### src/pkg/pspace_pkg.sv
// Shared types and constants for the program-space data access block.
// Assumes a single core clock domain and a core that holds requests off while stalled.
package pspace_pkg;

  // ==========================================
  // Register map of the plain register port
  localparam logic [1:0] TABLE_PAGE_OFS = 2'h0;
  localparam logic [1:0] READ_PAGE_OFS = 2'h1;
  localparam logic [1:0] WRITE_PAGE_OFS = 2'h2;
  localparam logic [1:0] STATUS_OFS = 2'h3;

  // ==========================================
  // Reset values and field positions
  localparam logic [7:0] TABLE_PAGE_RST = 8'h00;
  localparam logic [9:0] READ_PAGE_RST = 10'h001;
  localparam logic [8:0] WRITE_PAGE_RST = 9'h001;
  localparam int TBL_CFG_BIT = 7;
  localparam int RPG_PROG_BIT = 9;
  localparam int RPG_HALF_BIT = 8;
  localparam int EA_UPPER_BIT = 15;

  // ==========================================
  // Extra stall cycles of a program-view access
  localparam logic [1:0] STALL_MOVE = 2'h1;
  localparam logic [1:0] STALL_OTHER = 2'h2;
  localparam logic [1:0] STALL_RPT_EDGE = 2'h2;
  localparam logic [1:0] STALL_RPT_MID = 2'h0;

  // ==========================================
  // Operation codes from the core
  typedef enum logic [2:0] {
    TABLE_READ_LOW_OP = 3'h0,
    TABLE_READ_HIGH_OP = 3'h1,
    TABLE_WRITE_LOW_OP = 3'h2,
    TABLE_WRITE_HIGH_OP = 3'h3,
    DATA_READ_OP = 3'h4,
    DATA_WRITE_OP = 3'h5
  } op_t;

  // Core request, valid for one cycle
  typedef struct packed {
    logic valid;
    op_t op;
    logic byte_mode;
    logic single_move;
    logic in_repeat;
    logic repeat_edge;
    logic [15:0] ea;
    logic [15:0] wdata;
  } req_t;

  // Program memory port
  typedef struct packed {
    logic rd;
    logic wr;
    logic cfg;
    logic [1:0] byte_en;
    logic [23:0] addr;
    logic [15:0] wdata;
  } pm_t;

  // Answer to the core
  typedef struct packed {
    logic done;
    logic trap;
    logic near;
    logic ext;
    logic refused;
    logic [15:0] rdata;
  } resp_t;

endpackage : pspace_pkg

### src/rtl/program_space_data_access.sv
// Address generation and data formatting for core reads of program memory as data.
// Assumes the core issues one request at a time and only while o_stall is low;
// program memory read data follows the address combinationally.
// Behaviour
// Table low word read returns P<15:0>
// Table low byte read picks byte by select
// Table high word read zeroes phantom byte
// Table high byte read, phantom byte reads zero
// Program address steps by two per word
// Table page bit 7 selects configuration space
// No table writes into configuration space
// Program view needs EA MSb and page bit 9
// View address is page low byte plus EA<14:0>
// Read page bit 8 selects word half
// 512 view pages, lower and upper halves
// Upper data half maps onto one page
// Upper pointer with page zero traps
// Upper half at odd addresses, reads only
// One extra cycle for moves, else two
// In repeat, two extra only on edges
// Table address is page appended to EA
// Lower pointers ignore page registers
// Stall exactly the extra cycles, then return; the block stalls one fetch cycle plus the extra cycles
//
// Added by the designer: the address map and the address-and-strobe port.
`timescale 1ns/1ps
`default_nettype none
module program_space_data_access (
  input wire logic i_clk,
  input wire logic i_resetn,
  input wire pspace_pkg::req_t i_req,
  input wire logic [23:0] i_pm_rdata,
  input wire logic [1:0] i_reg_addr,
  input wire logic [15:0] i_reg_wdata,
  input wire logic i_reg_wr,
  input wire logic i_reg_rd,
  output logic [15:0] o_reg_rdata,
  output pspace_pkg::pm_t o_pm,
  output pspace_pkg::resp_t o_resp,
  output logic o_stall
);
  import pspace_pkg::*;

  typedef enum logic {
    ST_IDLE = 1'b0,
    ST_FETCH = 1'b1
  } state_t;

  // ==========================================
  // Registers and request decode
  logic [7:0] table_page_reg;
  logic [9:0] read_page_reg;
  logic [8:0] write_page_reg;
  state_t state_reg;
  logic [1:0] cnt_reg;
  req_t cur_reg;
  logic is_table;
  logic is_table_wr;
  logic upper_ptr;
  logic view_rd;
  logic trap_now;
  logic [1:0] extra;

  assign is_table = (i_req.op == TABLE_READ_LOW_OP) || (i_req.op == TABLE_READ_HIGH_OP)
    || is_table_wr;
  assign is_table_wr = (i_req.op == TABLE_WRITE_LOW_OP) || (i_req.op == TABLE_WRITE_HIGH_OP);
  assign upper_ptr = !is_table && i_req.ea[EA_UPPER_BIT];
  // Page zero on an upper pointer is invalid
  assign trap_now = upper_ptr && ((i_req.op == DATA_READ_OP) ? (read_page_reg == 10'h000)
    : (write_page_reg == 9'h000));
  // Program view only for reads with page bit 9 set; data writes never reach program memory
  assign view_rd = upper_ptr && !trap_now && (i_req.op == DATA_READ_OP) && read_page_reg[RPG_PROG_BIT];

  // Extra cycles: moves one, others two; repeat body free except at its edges
  always_comb begin
    if (!is_table && i_req.in_repeat) begin
      extra = i_req.repeat_edge ? STALL_RPT_EDGE : STALL_RPT_MID;
    end else if (!is_table) begin
      extra = i_req.single_move ? STALL_MOVE : STALL_OTHER;
    end else begin
      extra = 2'h0;
    end
  end

  // ==========================================
  // Software-visible page registers
  always_ff @(posedge i_clk or negedge i_resetn) begin
    if (!i_resetn) begin
      table_page_reg <= TABLE_PAGE_RST;
      read_page_reg <= READ_PAGE_RST;
      write_page_reg <= WRITE_PAGE_RST;
    end else if (i_reg_wr) begin
      case (i_reg_addr)
        TABLE_PAGE_OFS: table_page_reg <= i_reg_wdata[7:0];
        READ_PAGE_OFS: read_page_reg <= i_reg_wdata[9:0];
        WRITE_PAGE_OFS: write_page_reg <= i_reg_wdata[8:0];
        default: ;
      endcase
    end
  end

  // Read data one cycle after the strobe; status shows block state
  always_ff @(posedge i_clk or negedge i_resetn) begin
    if (!i_resetn) begin
      o_reg_rdata <= 16'h0000;
    end else if (i_reg_rd) begin
      case (i_reg_addr)
        TABLE_PAGE_OFS: o_reg_rdata <= {8'h00, table_page_reg};
        READ_PAGE_OFS: o_reg_rdata <= {6'h00, read_page_reg};
        WRITE_PAGE_OFS: o_reg_rdata <= {7'h00, write_page_reg};
        default: o_reg_rdata <= {13'h0000, o_pm.cfg, o_pm.rd, state_reg == ST_FETCH};
      endcase
    end else begin
      o_reg_rdata <= 16'h0000;
    end
  end

  // ==========================================
  // Result formatting from a fetched 24-bit word
  function automatic logic [15:0] fmt(input logic [23:0] w, input logic hi, input logic bm, input logic bsel);
    logic [15:0] r;
    r = 16'h0000;
    if (!hi && !bm) begin
      r = w[15:0];
    end else if (!hi) begin
      r = {8'h00, bsel ? w[15:8] : w[7:0]};
    end else if (!bm) begin
      r = {8'h00, w[23:16]}; // Phantom byte forced low
    end else begin
      r = {8'h00, bsel ? 8'h00 : w[23:16]};
    end
    return r;
  endfunction : fmt

  // ==========================================
  // Sequencer: latch request, hold stall for one fetch cycle plus the extra cycles, then answer
  always_ff @(posedge i_clk or negedge i_resetn) begin
    if (!i_resetn) begin
      state_reg <= ST_IDLE;
      cnt_reg <= 2'h0;
      cur_reg <= '0;
    end else begin
      case (state_reg)
        ST_IDLE: begin
          if (i_req.valid && ((is_table && !is_table_wr) || view_rd)) begin
            state_reg <= ST_FETCH;
            cnt_reg <= extra;
            cur_reg <= i_req;
          end
        end
        ST_FETCH: begin
          if (cnt_reg == 2'h0) begin
            state_reg <= ST_IDLE;
          end else begin
            cnt_reg <= cnt_reg - 2'h1;
          end
        end
        default: state_reg <= ST_IDLE;
      endcase
    end
  end

  assign o_stall = (state_reg == ST_FETCH);

  // Program memory port, one word per two address steps
  always_ff @(posedge i_clk or negedge i_resetn) begin
    if (!i_resetn) begin
      o_pm <= '0;
    end else if (state_reg == ST_IDLE && i_req.valid) begin
      o_pm.wdata <= i_req.wdata;
      o_pm.byte_en <= i_req.byte_mode ? (i_req.ea[0] ? 2'b10 : 2'b01) : 2'b11;
      o_pm.rd <= (is_table && !is_table_wr) || view_rd;
      // Configuration writes are dropped
      o_pm.wr <= is_table_wr && !table_page_reg[TBL_CFG_BIT];
      if (is_table) begin
        o_pm.cfg <= table_page_reg[TBL_CFG_BIT];
        o_pm.addr <= {table_page_reg, i_req.ea[15:1], 1'b0};
      end else begin
        o_pm.cfg <= 1'b0;
        // Odd address for the upper half; one of 512 pages of 16K words
        o_pm.addr <= {1'b0, read_page_reg[7:0], i_req.ea[14:1], read_page_reg[RPG_HALF_BIT]};
      end
    end else if (state_reg == ST_IDLE) begin
      o_pm.rd <= 1'b0;
      o_pm.wr <= 1'b0;
    end else if (cnt_reg == 2'h0) begin
      o_pm.rd <= 1'b0;
    end
  end

  // Answer to the core, one cycle pulse
  always_ff @(posedge i_clk or negedge i_resetn) begin
    if (!i_resetn) begin
      o_resp <= '0;
    end else begin
      o_resp <= '0;
      if (state_reg == ST_FETCH && cnt_reg == 2'h0) begin
        o_resp.done <= 1'b1;
        if (cur_reg.op == DATA_READ_OP) begin
          o_resp.rdata <= fmt(i_pm_rdata, read_page_reg[RPG_HALF_BIT], cur_reg.byte_mode, cur_reg.ea[0]);
        end else begin
          o_resp.rdata <= fmt(i_pm_rdata, cur_reg.op == TABLE_READ_HIGH_OP, cur_reg.byte_mode, cur_reg.ea[0]);
        end
      end else if (state_reg == ST_IDLE && i_req.valid && !((is_table && !is_table_wr) || view_rd)) begin
        o_resp.done <= 1'b1;
        o_resp.trap <= trap_now;
        o_resp.near <= !is_table && !upper_ptr;
        o_resp.ext <= upper_ptr && !trap_now;
        o_resp.refused <= is_table_wr && table_page_reg[TBL_CFG_BIT];
      end
    end
  end

  // ==========================================
  // Checks
  logic idle_req;
  logic view_req;
  assign idle_req = i_req.valid && state_reg == ST_IDLE;
  assign view_req = idle_req && view_rd;

  AST_VIEW_ADDR: assert property (@(posedge i_clk) disable iff (!i_resetn)
    view_req |=> o_pm.rd && o_pm.addr == {1'b0, $past(read_page_reg[7:0]), $past(i_req.ea[14:1]),
      $past(read_page_reg[8])}) else $error("program view address wrong");
  AST_TABLE_ADDR: assert property (@(posedge i_clk) disable iff (!i_resetn)
    idle_req && is_table |=> o_pm.addr[23:1] == {$past(table_page_reg), $past(i_req.ea[15:1])}
      && o_pm.cfg == $past(table_page_reg[7])) else $error("table address wrong");
  AST_TRAP: assert property (@(posedge i_clk) disable iff (!i_resetn)
    idle_req && i_req.op == DATA_READ_OP && i_req.ea[15] && read_page_reg == 10'h000
      |=> o_resp.trap && o_resp.done && !o_pm.rd) else $error("missing address trap");
  AST_NEAR: assert property (@(posedge i_clk) disable iff (!i_resetn)
    idle_req && !is_table && !i_req.ea[15] |=> o_resp.near && !o_pm.rd && !o_stall)
    else $error("near access not direct");
  AST_CFG_WRITE: assert property (@(posedge i_clk) disable iff (!i_resetn)
    idle_req && is_table_wr && table_page_reg[7] |=> o_resp.refused && !o_pm.wr)
    else $error("configuration write not refused");
  AST_NO_VIEW_WRITE: assert property (@(posedge i_clk) disable iff (!i_resetn)
    idle_req && i_req.op == DATA_WRITE_OP |=> !o_pm.wr && !o_pm.rd) else $error("view write reached memory");
  AST_STALL_MOVE: assert property (@(posedge i_clk) disable iff (!i_resetn)
    view_req && !i_req.in_repeat && i_req.single_move |=> o_stall[*2] ##1 (o_resp.done && !o_stall))
    else $error("move stall not one extra cycle");
  AST_STALL_OTHER: assert property (@(posedge i_clk) disable iff (!i_resetn)
    view_req && !i_req.in_repeat && !i_req.single_move |=> o_stall[*3] ##1 o_resp.done)
    else $error("other stall not two extra cycles");
  AST_REPEAT: assert property (@(posedge i_clk) disable iff (!i_resetn)
    view_req && i_req.in_repeat && !i_req.repeat_edge |=> o_stall ##1 (o_resp.done && !o_stall))
    else $error("repeat body not single cycle");
  AST_PHANTOM: assert property (@(posedge i_clk) disable iff (!i_resetn)
    o_resp.done && $past(o_stall) && cur_reg.op == TABLE_READ_HIGH_OP |-> o_resp.rdata[15:8] == 8'h00)
    else $error("phantom byte not zero");
  AST_LOW_WORD: assert property (@(posedge i_clk) disable iff (!i_resetn)
    o_stall && cnt_reg == 2'h0 && cur_reg.op == TABLE_READ_LOW_OP && !cur_reg.byte_mode
      |=> o_resp.rdata == $past(i_pm_rdata[15:0])) else $error("low word read wrong");

  // Each table read form against the fetched word; the phantom byte never leaks
  AST_TABLE_BYTE: assert property (@(posedge i_clk) disable iff (!i_resetn)
    o_stall && cnt_reg == 2'h0 && cur_reg.op == TABLE_READ_LOW_OP && cur_reg.byte_mode
      |=> o_resp.rdata == {8'h00, $past(cur_reg.ea[0]) ? $past(i_pm_rdata[15:8]) : $past(i_pm_rdata[7:0])})
    else $error("low byte read wrong");
  AST_HIGH_WORD: assert property (@(posedge i_clk) disable iff (!i_resetn)
    o_stall && cnt_reg == 2'h0 && cur_reg.op == TABLE_READ_HIGH_OP && !cur_reg.byte_mode
      |=> o_resp.rdata == {8'h00, $past(i_pm_rdata[23:16])}) else $error("high word read wrong");
  AST_HIGH_BYTE: assert property (@(posedge i_clk) disable iff (!i_resetn)
    o_stall && cnt_reg == 2'h0 && cur_reg.op == TABLE_READ_HIGH_OP && cur_reg.byte_mode
      |=> o_resp.rdata == {8'h00, $past(cur_reg.ea[0]) ? 8'h00 : $past(i_pm_rdata[23:16])})
    else $error("high byte read wrong");

  // View data checked against the half held in the address; the block formats by read page bit 8 as it stands at the answer
  AST_VIEW_LOW: assert property (@(posedge i_clk) disable iff (!i_resetn)
    o_stall && cnt_reg == 2'h0 && cur_reg.op == DATA_READ_OP && !cur_reg.byte_mode && !o_pm.addr[0]
      |=> o_resp.rdata == $past(i_pm_rdata[15:0])) else $error("view lower word wrong");
  AST_VIEW_HIGH: assert property (@(posedge i_clk) disable iff (!i_resetn)
    o_stall && cnt_reg == 2'h0 && cur_reg.op == DATA_READ_OP && !cur_reg.byte_mode && o_pm.addr[0]
      |=> o_resp.rdata == {8'h00, $past(i_pm_rdata[23:16])}) else $error("view upper word wrong");

  // Address forming and space selection
  AST_WORD_STEP: assert property (@(posedge i_clk) disable iff (!i_resetn)
    idle_req && is_table |=> !o_pm.addr[0]) else $error("table address not word aligned");
  AST_VIEW_GATE: assert property (@(posedge i_clk) disable iff (!i_resetn)
    idle_req && i_req.op == DATA_READ_OP && !(i_req.ea[EA_UPPER_BIT] && read_page_reg[RPG_PROG_BIT])
      |=> !o_pm.rd && !o_stall) else $error("program view without page bit 9");
  AST_VIEW_USER: assert property (@(posedge i_clk) disable iff (!i_resetn)
    view_req |=> !o_pm.cfg && !o_pm.addr[23] && !o_pm.wr) else $error("view left user space");
  AST_CFG_READ: assert property (@(posedge i_clk) disable iff (!i_resetn)
    idle_req && is_table && !is_table_wr && table_page_reg[TBL_CFG_BIT]
      |=> o_pm.rd && o_pm.cfg && !o_resp.refused) else $error("configuration read blocked");
  AST_NEAR_PLAIN: assert property (@(posedge i_clk) disable iff (!i_resetn)
    idle_req && !is_table && !i_req.ea[EA_UPPER_BIT]
      |=> !o_resp.trap && !o_resp.ext && !o_pm.wr) else $error("near access used a page");

  // Stall lengths; no pulse check spans two cycles, since requests may follow back to back
  AST_TABLE_FAST: assert property (@(posedge i_clk) disable iff (!i_resetn)
    idle_req && is_table && !is_table_wr |=> o_stall ##1 (o_resp.done && !o_stall)) else $error("table read stall wrong");
  AST_REPEAT_EDGE: assert property (@(posedge i_clk) disable iff (!i_resetn)
    view_req && i_req.in_repeat && i_req.repeat_edge |=> o_stall[*3] ##1 (o_resp.done && !o_stall))
    else $error("repeat edge not two extra cycles");
  AST_RD_STALL: assert property (@(posedge i_clk) disable iff (!i_resetn)
    o_pm.rd == o_stall) else $error("fetch request and stall disagree");
  AST_DONE_IDLE: assert property (@(posedge i_clk) disable iff (!i_resetn)
    o_resp.done |-> !o_stall) else $error("answer while still stalled");

  // Refusals and traps on the write side
  AST_USER_WRITE: assert property (@(posedge i_clk) disable iff (!i_resetn)
    idle_req && is_table_wr && !table_page_reg[TBL_CFG_BIT] |=> o_pm.wr && !o_resp.refused) else $error("user write lost");
  AST_WRITE_TRAP: assert property (@(posedge i_clk) disable iff (!i_resetn)
    idle_req && i_req.op == DATA_WRITE_OP && i_req.ea[EA_UPPER_BIT] && write_page_reg == 9'h000
      |=> o_resp.trap && o_resp.done) else $error("missing write trap");

  COV_VIEW_UPPER: cover property (@(posedge i_clk) disable iff (!i_resetn) view_req && read_page_reg[8]);
  COV_TABLE_HIGH: cover property (@(posedge i_clk) disable iff (!i_resetn)
    idle_req && i_req.op == TABLE_READ_HIGH_OP ##2 o_resp.done);
  COV_TRAP: cover property (@(posedge i_clk) disable iff (!i_resetn) o_resp.trap);
  COV_REPEAT_EDGE: cover property (@(posedge i_clk) disable iff (!i_resetn)
    view_req && i_req.in_repeat && i_req.repeat_edge);
  // Refused configuration write must be reached too
  COV_CFG_REFUSED: cover property (@(posedge i_clk) disable iff (!i_resetn) o_resp.refused);

endmodule : program_space_data_access
`default_nettype wire
### config.mk
export PLATFORM = sky130hd
export DESIGN_NAME = program_space_data_access
export DESIGN_NICKNAME = d
export VERILOG_FILES = /design/src/pkg/pspace_pkg.sv /design/src/rtl/program_space_data_access.sv
export SDC_FILE = /design/constraint.sdc
export NUM_CORES = 1
export LEC_CHECK = 0
export BUFFER_PORTS_ARGS = -buffer_cell sky130_fd_sc_hd__buf_2
export CAP_MARGIN = 20
export CORE_AREA = 4 4 99 101
export CTS_BUF_LIST = sky130_fd_sc_hd__clkbuf_4 sky130_fd_sc_hd__clkbuf_8
export CTS_CLUSTER_SIZE = 24
export DETAILED_ROUTE_END_ITERATION = 10
export DIE_AREA = 0 0 103 105
export HOLD_SLACK_MARGIN = 0.08
export PLACE_DENSITY = 0.84
export SLEW_MARGIN = 20
export SYNTH_ARGS = -nofsm -noshare
export SYNTH_HDL_FRONTEND = slang
export SYNTH_SLANG_ARGS = --single-unit
### constraint.sdc
create_clock -name i_clk -period 2.7 [get_ports i_clk]
set_clock_uncertainty 0.2 [all_clocks]
set_input_delay 0.27 -clock i_clk [delete_from_list [all_inputs] [get_ports i_clk]]
set_output_delay 0.27 -clock i_clk [all_outputs]
set_load 0.005 [all_outputs]
==> results of run 1 <==
cell families (layout without fill, tap and decap cells):
kind of cell	after synthesis	count (layout)	share of synthesized area
AO/OA/AOI/OAI	50	50	0.0759
XOR/XNOR	1	1	0.00183
adder cells (fa/ha/maj)	1	1	0.00261
buffers and inverters	33	251	0.0357
flip-flops	110	110	0.574
multiplexers	55	55	0.133
other	1	6	0.000781
AND/OR/NAND/NOR	182	182	0.176
Yosys cell counts, types with 2 or more instances:
master / count / area share
sky130_fd_sc_hd__nor3b_2: 2 / 0.0052
sky130_fd_sc_hd__dfstp_2: 2 / 0.011
sky130_fd_sc_hd__mux2_2: 37 / 0.087
sky130_fd_sc_hd__nand2_1: 110 / 0.086
sky130_fd_sc_hd__o21ai_0: 10 / 0.010
sky130_fd_sc_hd__a221oi_1: 8 / 0.015
sky130_fd_sc_hd__clkbuf_1: 12 / 0.0094
sky130_fd_sc_hd__mux4_2: 3 / 0.014
sky130_fd_sc_hd__and2_1: 18 / 0.023
sky130_fd_sc_hd__and3_1: 2 / 0.0026
sky130_fd_sc_hd__buf_2: 5 / 0.0052
sky130_fd_sc_hd__nor4_1: 3 / 0.0039
sky130_fd_sc_hd__buf_1: 2 / 0.0016
sky130_fd_sc_hd__a31oi_1: 3 / 0.0039
sky130_fd_sc_hd__a21o_1: 3 / 0.0047
sky130_fd_sc_hd__nand2b_1: 8 / 0.010
sky130_fd_sc_hd__nand3b_1: 4 / 0.0063
sky130_fd_sc_hd__nor2b_1: 6 / 0.0078
sky130_fd_sc_hd__buf_6: 2 / 0.0047
sky130_fd_sc_hd__mux2i_1: 14 / 0.029
sky130_fd_sc_hd__inv_1: 5 / 0.0039
sky130_fd_sc_hd__buf_4: 7 / 0.011
sky130_fd_sc_hd__nand3_1: 10 / 0.010
sky130_fd_sc_hd__a311oi_1: 8 / 0.015
sky130_fd_sc_hd__nor2_1: 14 / 0.011
sky130_fd_sc_hd__a21oi_1: 13 / 0.014
sky130_fd_sc_hd__dfrtp_1: 108 / 0.56
what timing repair did:
action / 4_1_cts / 5_1_grt
setup buffers: 0 / 0
hold endpoints to repair: 132 / 0
hold buffers: 68 / 0
metal layers:
metal	global-route usage	vias up	routed length [um]
li1	-	1899	-
met1	0.287	2000	4930
met2	0.439	165	6910
met3	0.0641	37	880
met4	0.105	0	403
met5	0	-	0
power groups by stage:
stage,combinational (W),clock (W),sequential [W]
2_1_floorplan,0.000627,0,0.00212
3_3_place_gp,0.000973,0,0.00213
3_5_place_dp,0.00102,0,0.00215
4_1_cts,0.00110,0.00106,0.00212
5_1_grt,0.00122,0.00113,0.00216
6_report,0.00110,0.00104,0.00212
worst paths after layout:
path,end,from,cells after the start
min in group asynchronous,o_pm[7]$_DFFE_PN0P_,i_resetn,2
max in group asynchronous,o_pm[8]$_DFFE_PN0P_,i_resetn,3
min reg2reg,o_pm[2]$_DFFE_PN0P_,o_pm[2]$_DFFE_PN0P_,2
max reg2reg,cnt_reg[0]$_DFFE_PN0P_,o_stall$_DFF_PN0_,5
max,cnt_reg[0]$_DFFE_PN0P_,o_stall$_DFF_PN0_,5
min,o_pm[16]$_DFFE_PN0P_,i_req[38],3
per-stage QoR:
stage / cells / worst slack (ns)
final: 767 / 0.133
after global routing: 767 / 0.0150
after CTS: 767 / 0.166
after detailed placement: 683 / 0.583
after global placement: 683 / 0.672
after floorplan: 438 / 0.894
area by class of cell:
class,instances,share of cell area
clock buffers,9,0.0189
clock inverters,7,0.0122
inverters,5,0.00287
multi-input cells,295,0.291
flip-flops and latches,110,0.421
well taps,111,0.0212
repair buffers,230,0.233
critical path: stages (launching register included):
cell                            delay [ns]
sky130_fd_sc_hd__dfrtp_1              0.56
sky130_fd_sc_hd__nand4b_1             0.28
sky130_fd_sc_hd__nor4b_1              0.63
sky130_fd_sc_hd__nand3b_1             0.12
sky130_fd_sc_hd__dlygate4sd3_1        0.61
sky130_fd_sc_hd__o211ai_1             0.10
==> impl_metrics.tcl, run 1 <==
set metrics [dict create \
    antennaDiodeCount 0 \
    worst_hold_path_type "in2reg" \
    run_status "finished, final reports clean" \
    grt_pass1_vias 4314 \
    reg_area_sq_um 2760 \
    path_clk_slew_ns 0.12 \
    final_net_count 738 \
    fp.coreArea_sq_um 9020 \
    p_int_w 0.00291 \
    worst-path-max-fanout 11 \
    final_common_cell "sky130_fd_sc_hd__buf_2" \
    detail_route.wl_per_cell_um 17.1 \
    drtPass1Iterations 6 \
    port_buffers 156 \
    cts_htree_levels 3 \
    clock_tree.buffer_depth 2 \
    fin_worst_hold_slack_ns 0.157 \
    place_congestion 0.787 \
    number_of_antenna_violations_at_the_first_check_in_global_routing 0 \
    postLayoutCoreUtil 0.725 \
    setup_violations 0 \
    clkLatencyLatePin_ns 0.37 \
    placed_cell_area_sq_um 5650 \
    rsz0062_at_grt "false" \
    cts_num_sinks 110 \
    reg_power_frac 0.498 \
    finalPower_w 0.00427 \
    postSynth.asyncResetShare 1.00 \
    switchingPower_w 0.00135 \
    synth_warnings 0 \
    die_area_sq_um 10800 \
    synthCells 433 \
    timing.slew.headroom 0.513 \
    critPathCaptureType "flop" \
    rrSetupSlack_ns 0.13 \
    number_of_enable_flip_flop_cells_after_synthesis 0 \
    final_antenna_net_count 0 \
    maxCapViolCount 0 \
    area.growth.synth_to_final_pct 36.2 \
    tns_ns 0 \
    worst_slew_pin_slew_ns 0.727 \
    cts_repair_resized_insts 0 \
    leakagePower_nw 3.33 \
    footprint_of_the_multi_input_gates_sq_um 1900 \
    initial_core_util 0.532 \
    min_period_ns 2.57 \
    mostFrequentLayoutCells "sky130_fd_sc_hd__buf_2, sky130_fd_sc_hd__nand2_1, sky130_fd_sc_hd__dfrtp_1" \
    post_syn_area_sq_um 4800 \
    power.share.clock 0.243 \
    avgViaCountPerCell 5.35 \
    worstPathRequired_ns 2.79 \
    swShare 0.317 \
    arrival_ns 2.66 \
    finalWirelength_um 13100 \
    top_register "o_pm" \
    globalRouteTotalUtil 0.252 \
    detailroute.via_count 4101 \
    power.ir.vdd_worst_uv 386 \
    max_slew_violation_total_from_the_final_report 0 \
    synth_top_flop_cell "sky130_fd_sc_hd__dfrtp_1" \
    die_y_um 105 \
    num-fill-cells 611 \
    final_layout_size_suffix_gt1_frac 0.346 \
    design.portCount 169 \
    first_iter_violations 171 \
    max_clock_freq_mhz 390 \
    grt_pass1_wl_um 21100 \
    avgSynthCellArea_sq_um 11.1 \
    power.combinational.fraction 0.259 \
    dp.final_hpwl_um 8390 \
    tritoncts "built" \
    row_count 35 \
    die_w_um 103 \
    timing.final.hold_violations 0 \
    path_class "reg2reg" \
    largest_register_ffs 44 \
    cts-root-buf "sky130_fd_sc_hd__clkbuf_8" \
    p_per_area_nw_per_um2 652 \
    grt-ovfl-total 0 \
    drc 0 \
    netlist-cell-type-count 41 \
    num_cts_buffers 9 \
    final_cell_area_sq_um 6540 \
    final_min_period_over_clock_period 0.951 \
    ys_seq_area_frac 0.574 \
    grt_start_max_net_pins 56 \
    biggestRegsByFlops "o_pm (44), o_resp (21)" \
    yosys_reg_bits 110 \
    critical_path_source_type "flop" \
]
No activity file was read; power rests on OpenSTA's default activity.
==> inputs of run 2 (changes only) <==
--- a/config.mk
+++ b/config.mk
@@ -5,15 +5,16 @@
 export SDC_FILE = /design/constraint.sdc
 export NUM_CORES = 1
 export LEC_CHECK = 0
+export ABC_AREA = 1
 export BUFFER_PORTS_ARGS = -buffer_cell sky130_fd_sc_hd__buf_2
 export CAP_MARGIN = 20
-export CORE_AREA = 4 4 99 101
+export CORE_AREA = 4 4 103 105
 export CTS_BUF_LIST = sky130_fd_sc_hd__clkbuf_4 sky130_fd_sc_hd__clkbuf_8
 export CTS_CLUSTER_SIZE = 24
 export DETAILED_ROUTE_END_ITERATION = 10
-export DIE_AREA = 0 0 103 105
+export DIE_AREA = 0 0 107 109
 export HOLD_SLACK_MARGIN = 0.08
-export PLACE_DENSITY = 0.84
+export PLACE_DENSITY = 0.83
 export SLEW_MARGIN = 20
 export SYNTH_ARGS = -nofsm -noshare
 export SYNTH_HDL_FRONTEND = slang
==> run 2 against run 1 <==
  * Sequential power rose by 4%
  * Combinational power rose by 39%
  * Highest routed layer unchanged
  * Largest cell class unchanged
  * Synthesized area up 8.5%
==> impl_metrics.tcl, run 2 <==
set metrics [dict create \
    run_status "finished, final reports clean" \
    min_period_ns 2.24 \
    netlist-cell-type-count 37 \
    first_iter_violations 342 \
    dp.final_hpwl_um 10000 \
    avgViaCountPerCell 5.20 \
    clock_tree.buffer_depth 2 \
    cts_htree_levels 3 \
    switchingPower_w 0.00173 \
    synth_top_flop_cell "sky130_fd_sc_hd__dfrtp_1" \
    detail_route.wl_per_cell_um 15.5 \
    design.portCount 169 \
    arrival_ns 2.35 \
    clkLatencyLatePin_ns 0.37 \
    num-fill-cells 734 \
    worst_hold_path_type "in2reg" \
    path_class "in2reg" \
    initial_core_util 0.540 \
    postSynth.asyncResetShare 1.00 \
    power.share.clock 0.219 \
    yosys_reg_bits 110 \
    number_of_antenna_violations_at_the_first_check_in_global_routing 0 \
    fp.coreArea_sq_um 9640 \
    globalRouteTotalUtil 0.270 \
    cts-root-buf "sky130_fd_sc_hd__clkbuf_8" \
    worst_slew_pin_slew_ns 0.665 \
    final_common_cell "sky130_fd_sc_hd__nand2_1" \
    max_clock_freq_mhz 446 \
    final_layout_size_suffix_gt1_frac 0.238 \
    die_y_um 109 \
    biggestRegsByFlops "o_pm (44), o_resp (21)" \
    leakagePower_nw 3.81 \
    worst-path-max-fanout 15 \
    grt_pass1_vias 5171 \
    die_w_um 107 \
    ranking_of_synthesized_cells_by_area "sky130_fd_sc_hd__dfrtp_1, sky130_fd_sc_hd__nand2_1, sky130_fd_sc_hd__inv_1, sky130_fd_sc_hd__nand3_1, sky130_fd_sc_hd__o21ai_0" \
    area.growth.synth_to_final_pct 30.6 \
    finalNonFillerCells 995 \
    grt_start_max_net_pins 63 \
    drtPass1Iterations 6 \
    synth_most_common_cell "sky130_fd_sc_hd__nand2_1" \
    most_instantiated_cells_after_synthesis "sky130_fd_sc_hd__nand2_1, sky130_fd_sc_hd__dfrtp_1, sky130_fd_sc_hd__inv_1" \
    p_per_area_nw_per_um2 702 \
    die_area_sq_um 11700 \
    post_syn_area_sq_um 5210 \
    synth_top_area_share 0.519 \
    yosysTopAreaCell "sky130_fd_sc_hd__dfrtp_1" \
    timing.final.hold_violations 0 \
    critical_path_source_type "primary input" \
    finalWirelength_um 15500 \
    postLayoutCoreUtil 0.705 \
    place.detailed.instances 921 \
    swShare 0.362 \
    largest_register_ffs 44 \
    grt_pass1_wl_um 24700 \
    final_net_count 944 \
    port_buffers 156 \
    row_count 36 \
    tritoncts "built" \
    ys_seq_area_frac 0.529 \
    cts_post_setup_buffers_inserted 0 \
    antennaDiodeCount 0 \
    drc 0 \
    rsz0062_at_grt "false" \
    num_cts_buffers 9 \
    synthCells 655 \
    grt-ovfl-total 0 \
    top_register "o_pm" \
    final_antenna_net_count 0 \
    worstPathRequired_ns 2.81 \
    number_of_enable_flip_flop_cells_after_synthesis 0 \
    mostFrequentLayoutCells "sky130_fd_sc_hd__nand2_1, sky130_fd_sc_hd__buf_2, sky130_fd_sc_hd__dfrtp_1" \
    path_clk_slew_ns 0.10 \
    p_int_w 0.00305 \
    maxCapViolCount 0 \
    synth_warnings 0 \
    max_slew_violation_total_from_the_final_report 0 \
    setup_violations 0 \
    final_min_period_over_clock_period 0.831 \
    critPathCaptureType "flop" \
    finalPower_w 0.00477 \
    tns_ns 0 \
    timing.slew.headroom 0.555 \
    place_congestion 0.895 \
    power.ir.vdd_worst_uv 423 \
    power.combinational.fraction 0.320 \
    cts_num_sinks 110 \
    detailroute.via_count 5171 \
    avgSynthCellArea_sq_um 7.95 \
    reg_power_frac 0.461 \
]
run 2: cell types whose count changed after synthesis, moves of 18 or more:
cell,delta
sky130_fd_sc_hd__mux2_2,-37
sky130_fd_sc_hd__inv_1,+60
sky130_fd_sc_hd__o21ai_0,+24
sky130_fd_sc_hd__nand3_1,+33
sky130_fd_sc_hd__nor2_1,+23
sky130_fd_sc_hd__nand2_1,+141
sky130_fd_sc_hd__and2_1,-18
run 2: path summary, 6_finish.rpt:
path	from	depth (start not counted)	to	slack, ns
worst max-delay path	i_req[38]	9	cnt_reg[0]$_DFFE_PN0P_	0.46
worst min-delay path	i_req[32]	5	cnt_reg[1]$_DFFE_PN0P_	0.11
worst max register to register	o_stall$_DFF_PN0_	6	o_pm[40]$_DFFE_PN0P_	0.52
worst min register to register	o_pm[3]$_DFFE_PN0P_	2	o_pm[3]$_DFFE_PN0P_	0.29
max in group asynchronous	i_resetn	3	write_page_reg[0]$_DFFE_PN1P_	1.29
min in group asynchronous	i_resetn	2	o_resp[0]$_DFF_PN0_	0.25
run 2: worst max-delay path, cell delays in order:
cell and delay (ns):
sky130_fd_sc_hd__dlygate4sd3_1 0.54, sky130_fd_sc_hd__buf_2 0.23, sky130_fd_sc_hd__inv_1 0.45, sky130_fd_sc_hd__nand2_1 0.19, sky130_fd_sc_hd__o21ai_4 0.15, sky130_fd_sc_hd__nand2_2 0.21
sky130_fd_sc_hd__nand2_1 0.17, sky130_fd_sc_hd__nand2_1 0.07, sky130_fd_sc_hd__nand2_1 0.06
run 2: power by group through the flow:
stage / clock network [W] / logic [W] / registers [W]
after floorplan: 0 / 0.000873 / 0.00220
after global placement: 0 / 0.00137 / 0.00220
after detailed placement: 0 / 0.00142 / 0.00222
after CTS: 0.00107 / 0.00150 / 0.00218
after global routing: 0.00113 / 0.00172 / 0.00224
final: 0.00105 / 0.00153 / 0.00220
run 2: kinds of logic (layout without fill, tap and decap cells):
family,count (synthesis),in the layout,synth area share
other,1,6,0.000720
and+or+nand+nor,351,351,0.279
DFF,110,110,0.529
adders and majority gates,1,1,0.00240
buffers and inverters,104,306,0.0913
AOI/OAI and AO/OA,88,88,0.0971
run 2: final cells by class:
type / count / area (sq um) / area share
repair buffers: 217 / 1400 / 0.206
clock buffers: 11 / 145 / 0.0213
inverters: 73 / 274 / 0.0403
clock inverters: 5 / 66.3 / 0.00975
multi-input cells: 446 / 1990 / 0.293
flip-flops and latches: 110 / 2760 / 0.405
well taps: 133 / 166 / 0.0245
run 2: routing by layer:
layer  vias up  global-route usage  wire (um)
li1       2433                   -          -
met1      2411               0.327       6050
met2       266               0.475       7580
met3        61              0.0539       1270
met4         0               0.110        552
met5         -                   0          0
run 2: what timing repair did:
action                                 in CTS  in global routing
gates resized for setup                     0                  0
hold buffers                               58                  0
endpoints found under the hold margin     139                  0
run 2: through the flow:
step | hold slack (ns) | cell area [sq um] | worst slack (ns)
floorplan | -0.226 | 5230 | 1.29
global placement | 0.117 | 6010 | 0.727
detailed placement | 0.126 | 6010 | 0.640
CTS | 0.0874 | 6800 | 0.478
global route | 0.133 | 6800 | 0.336
finish | 0.106 | 6800 | 0.457
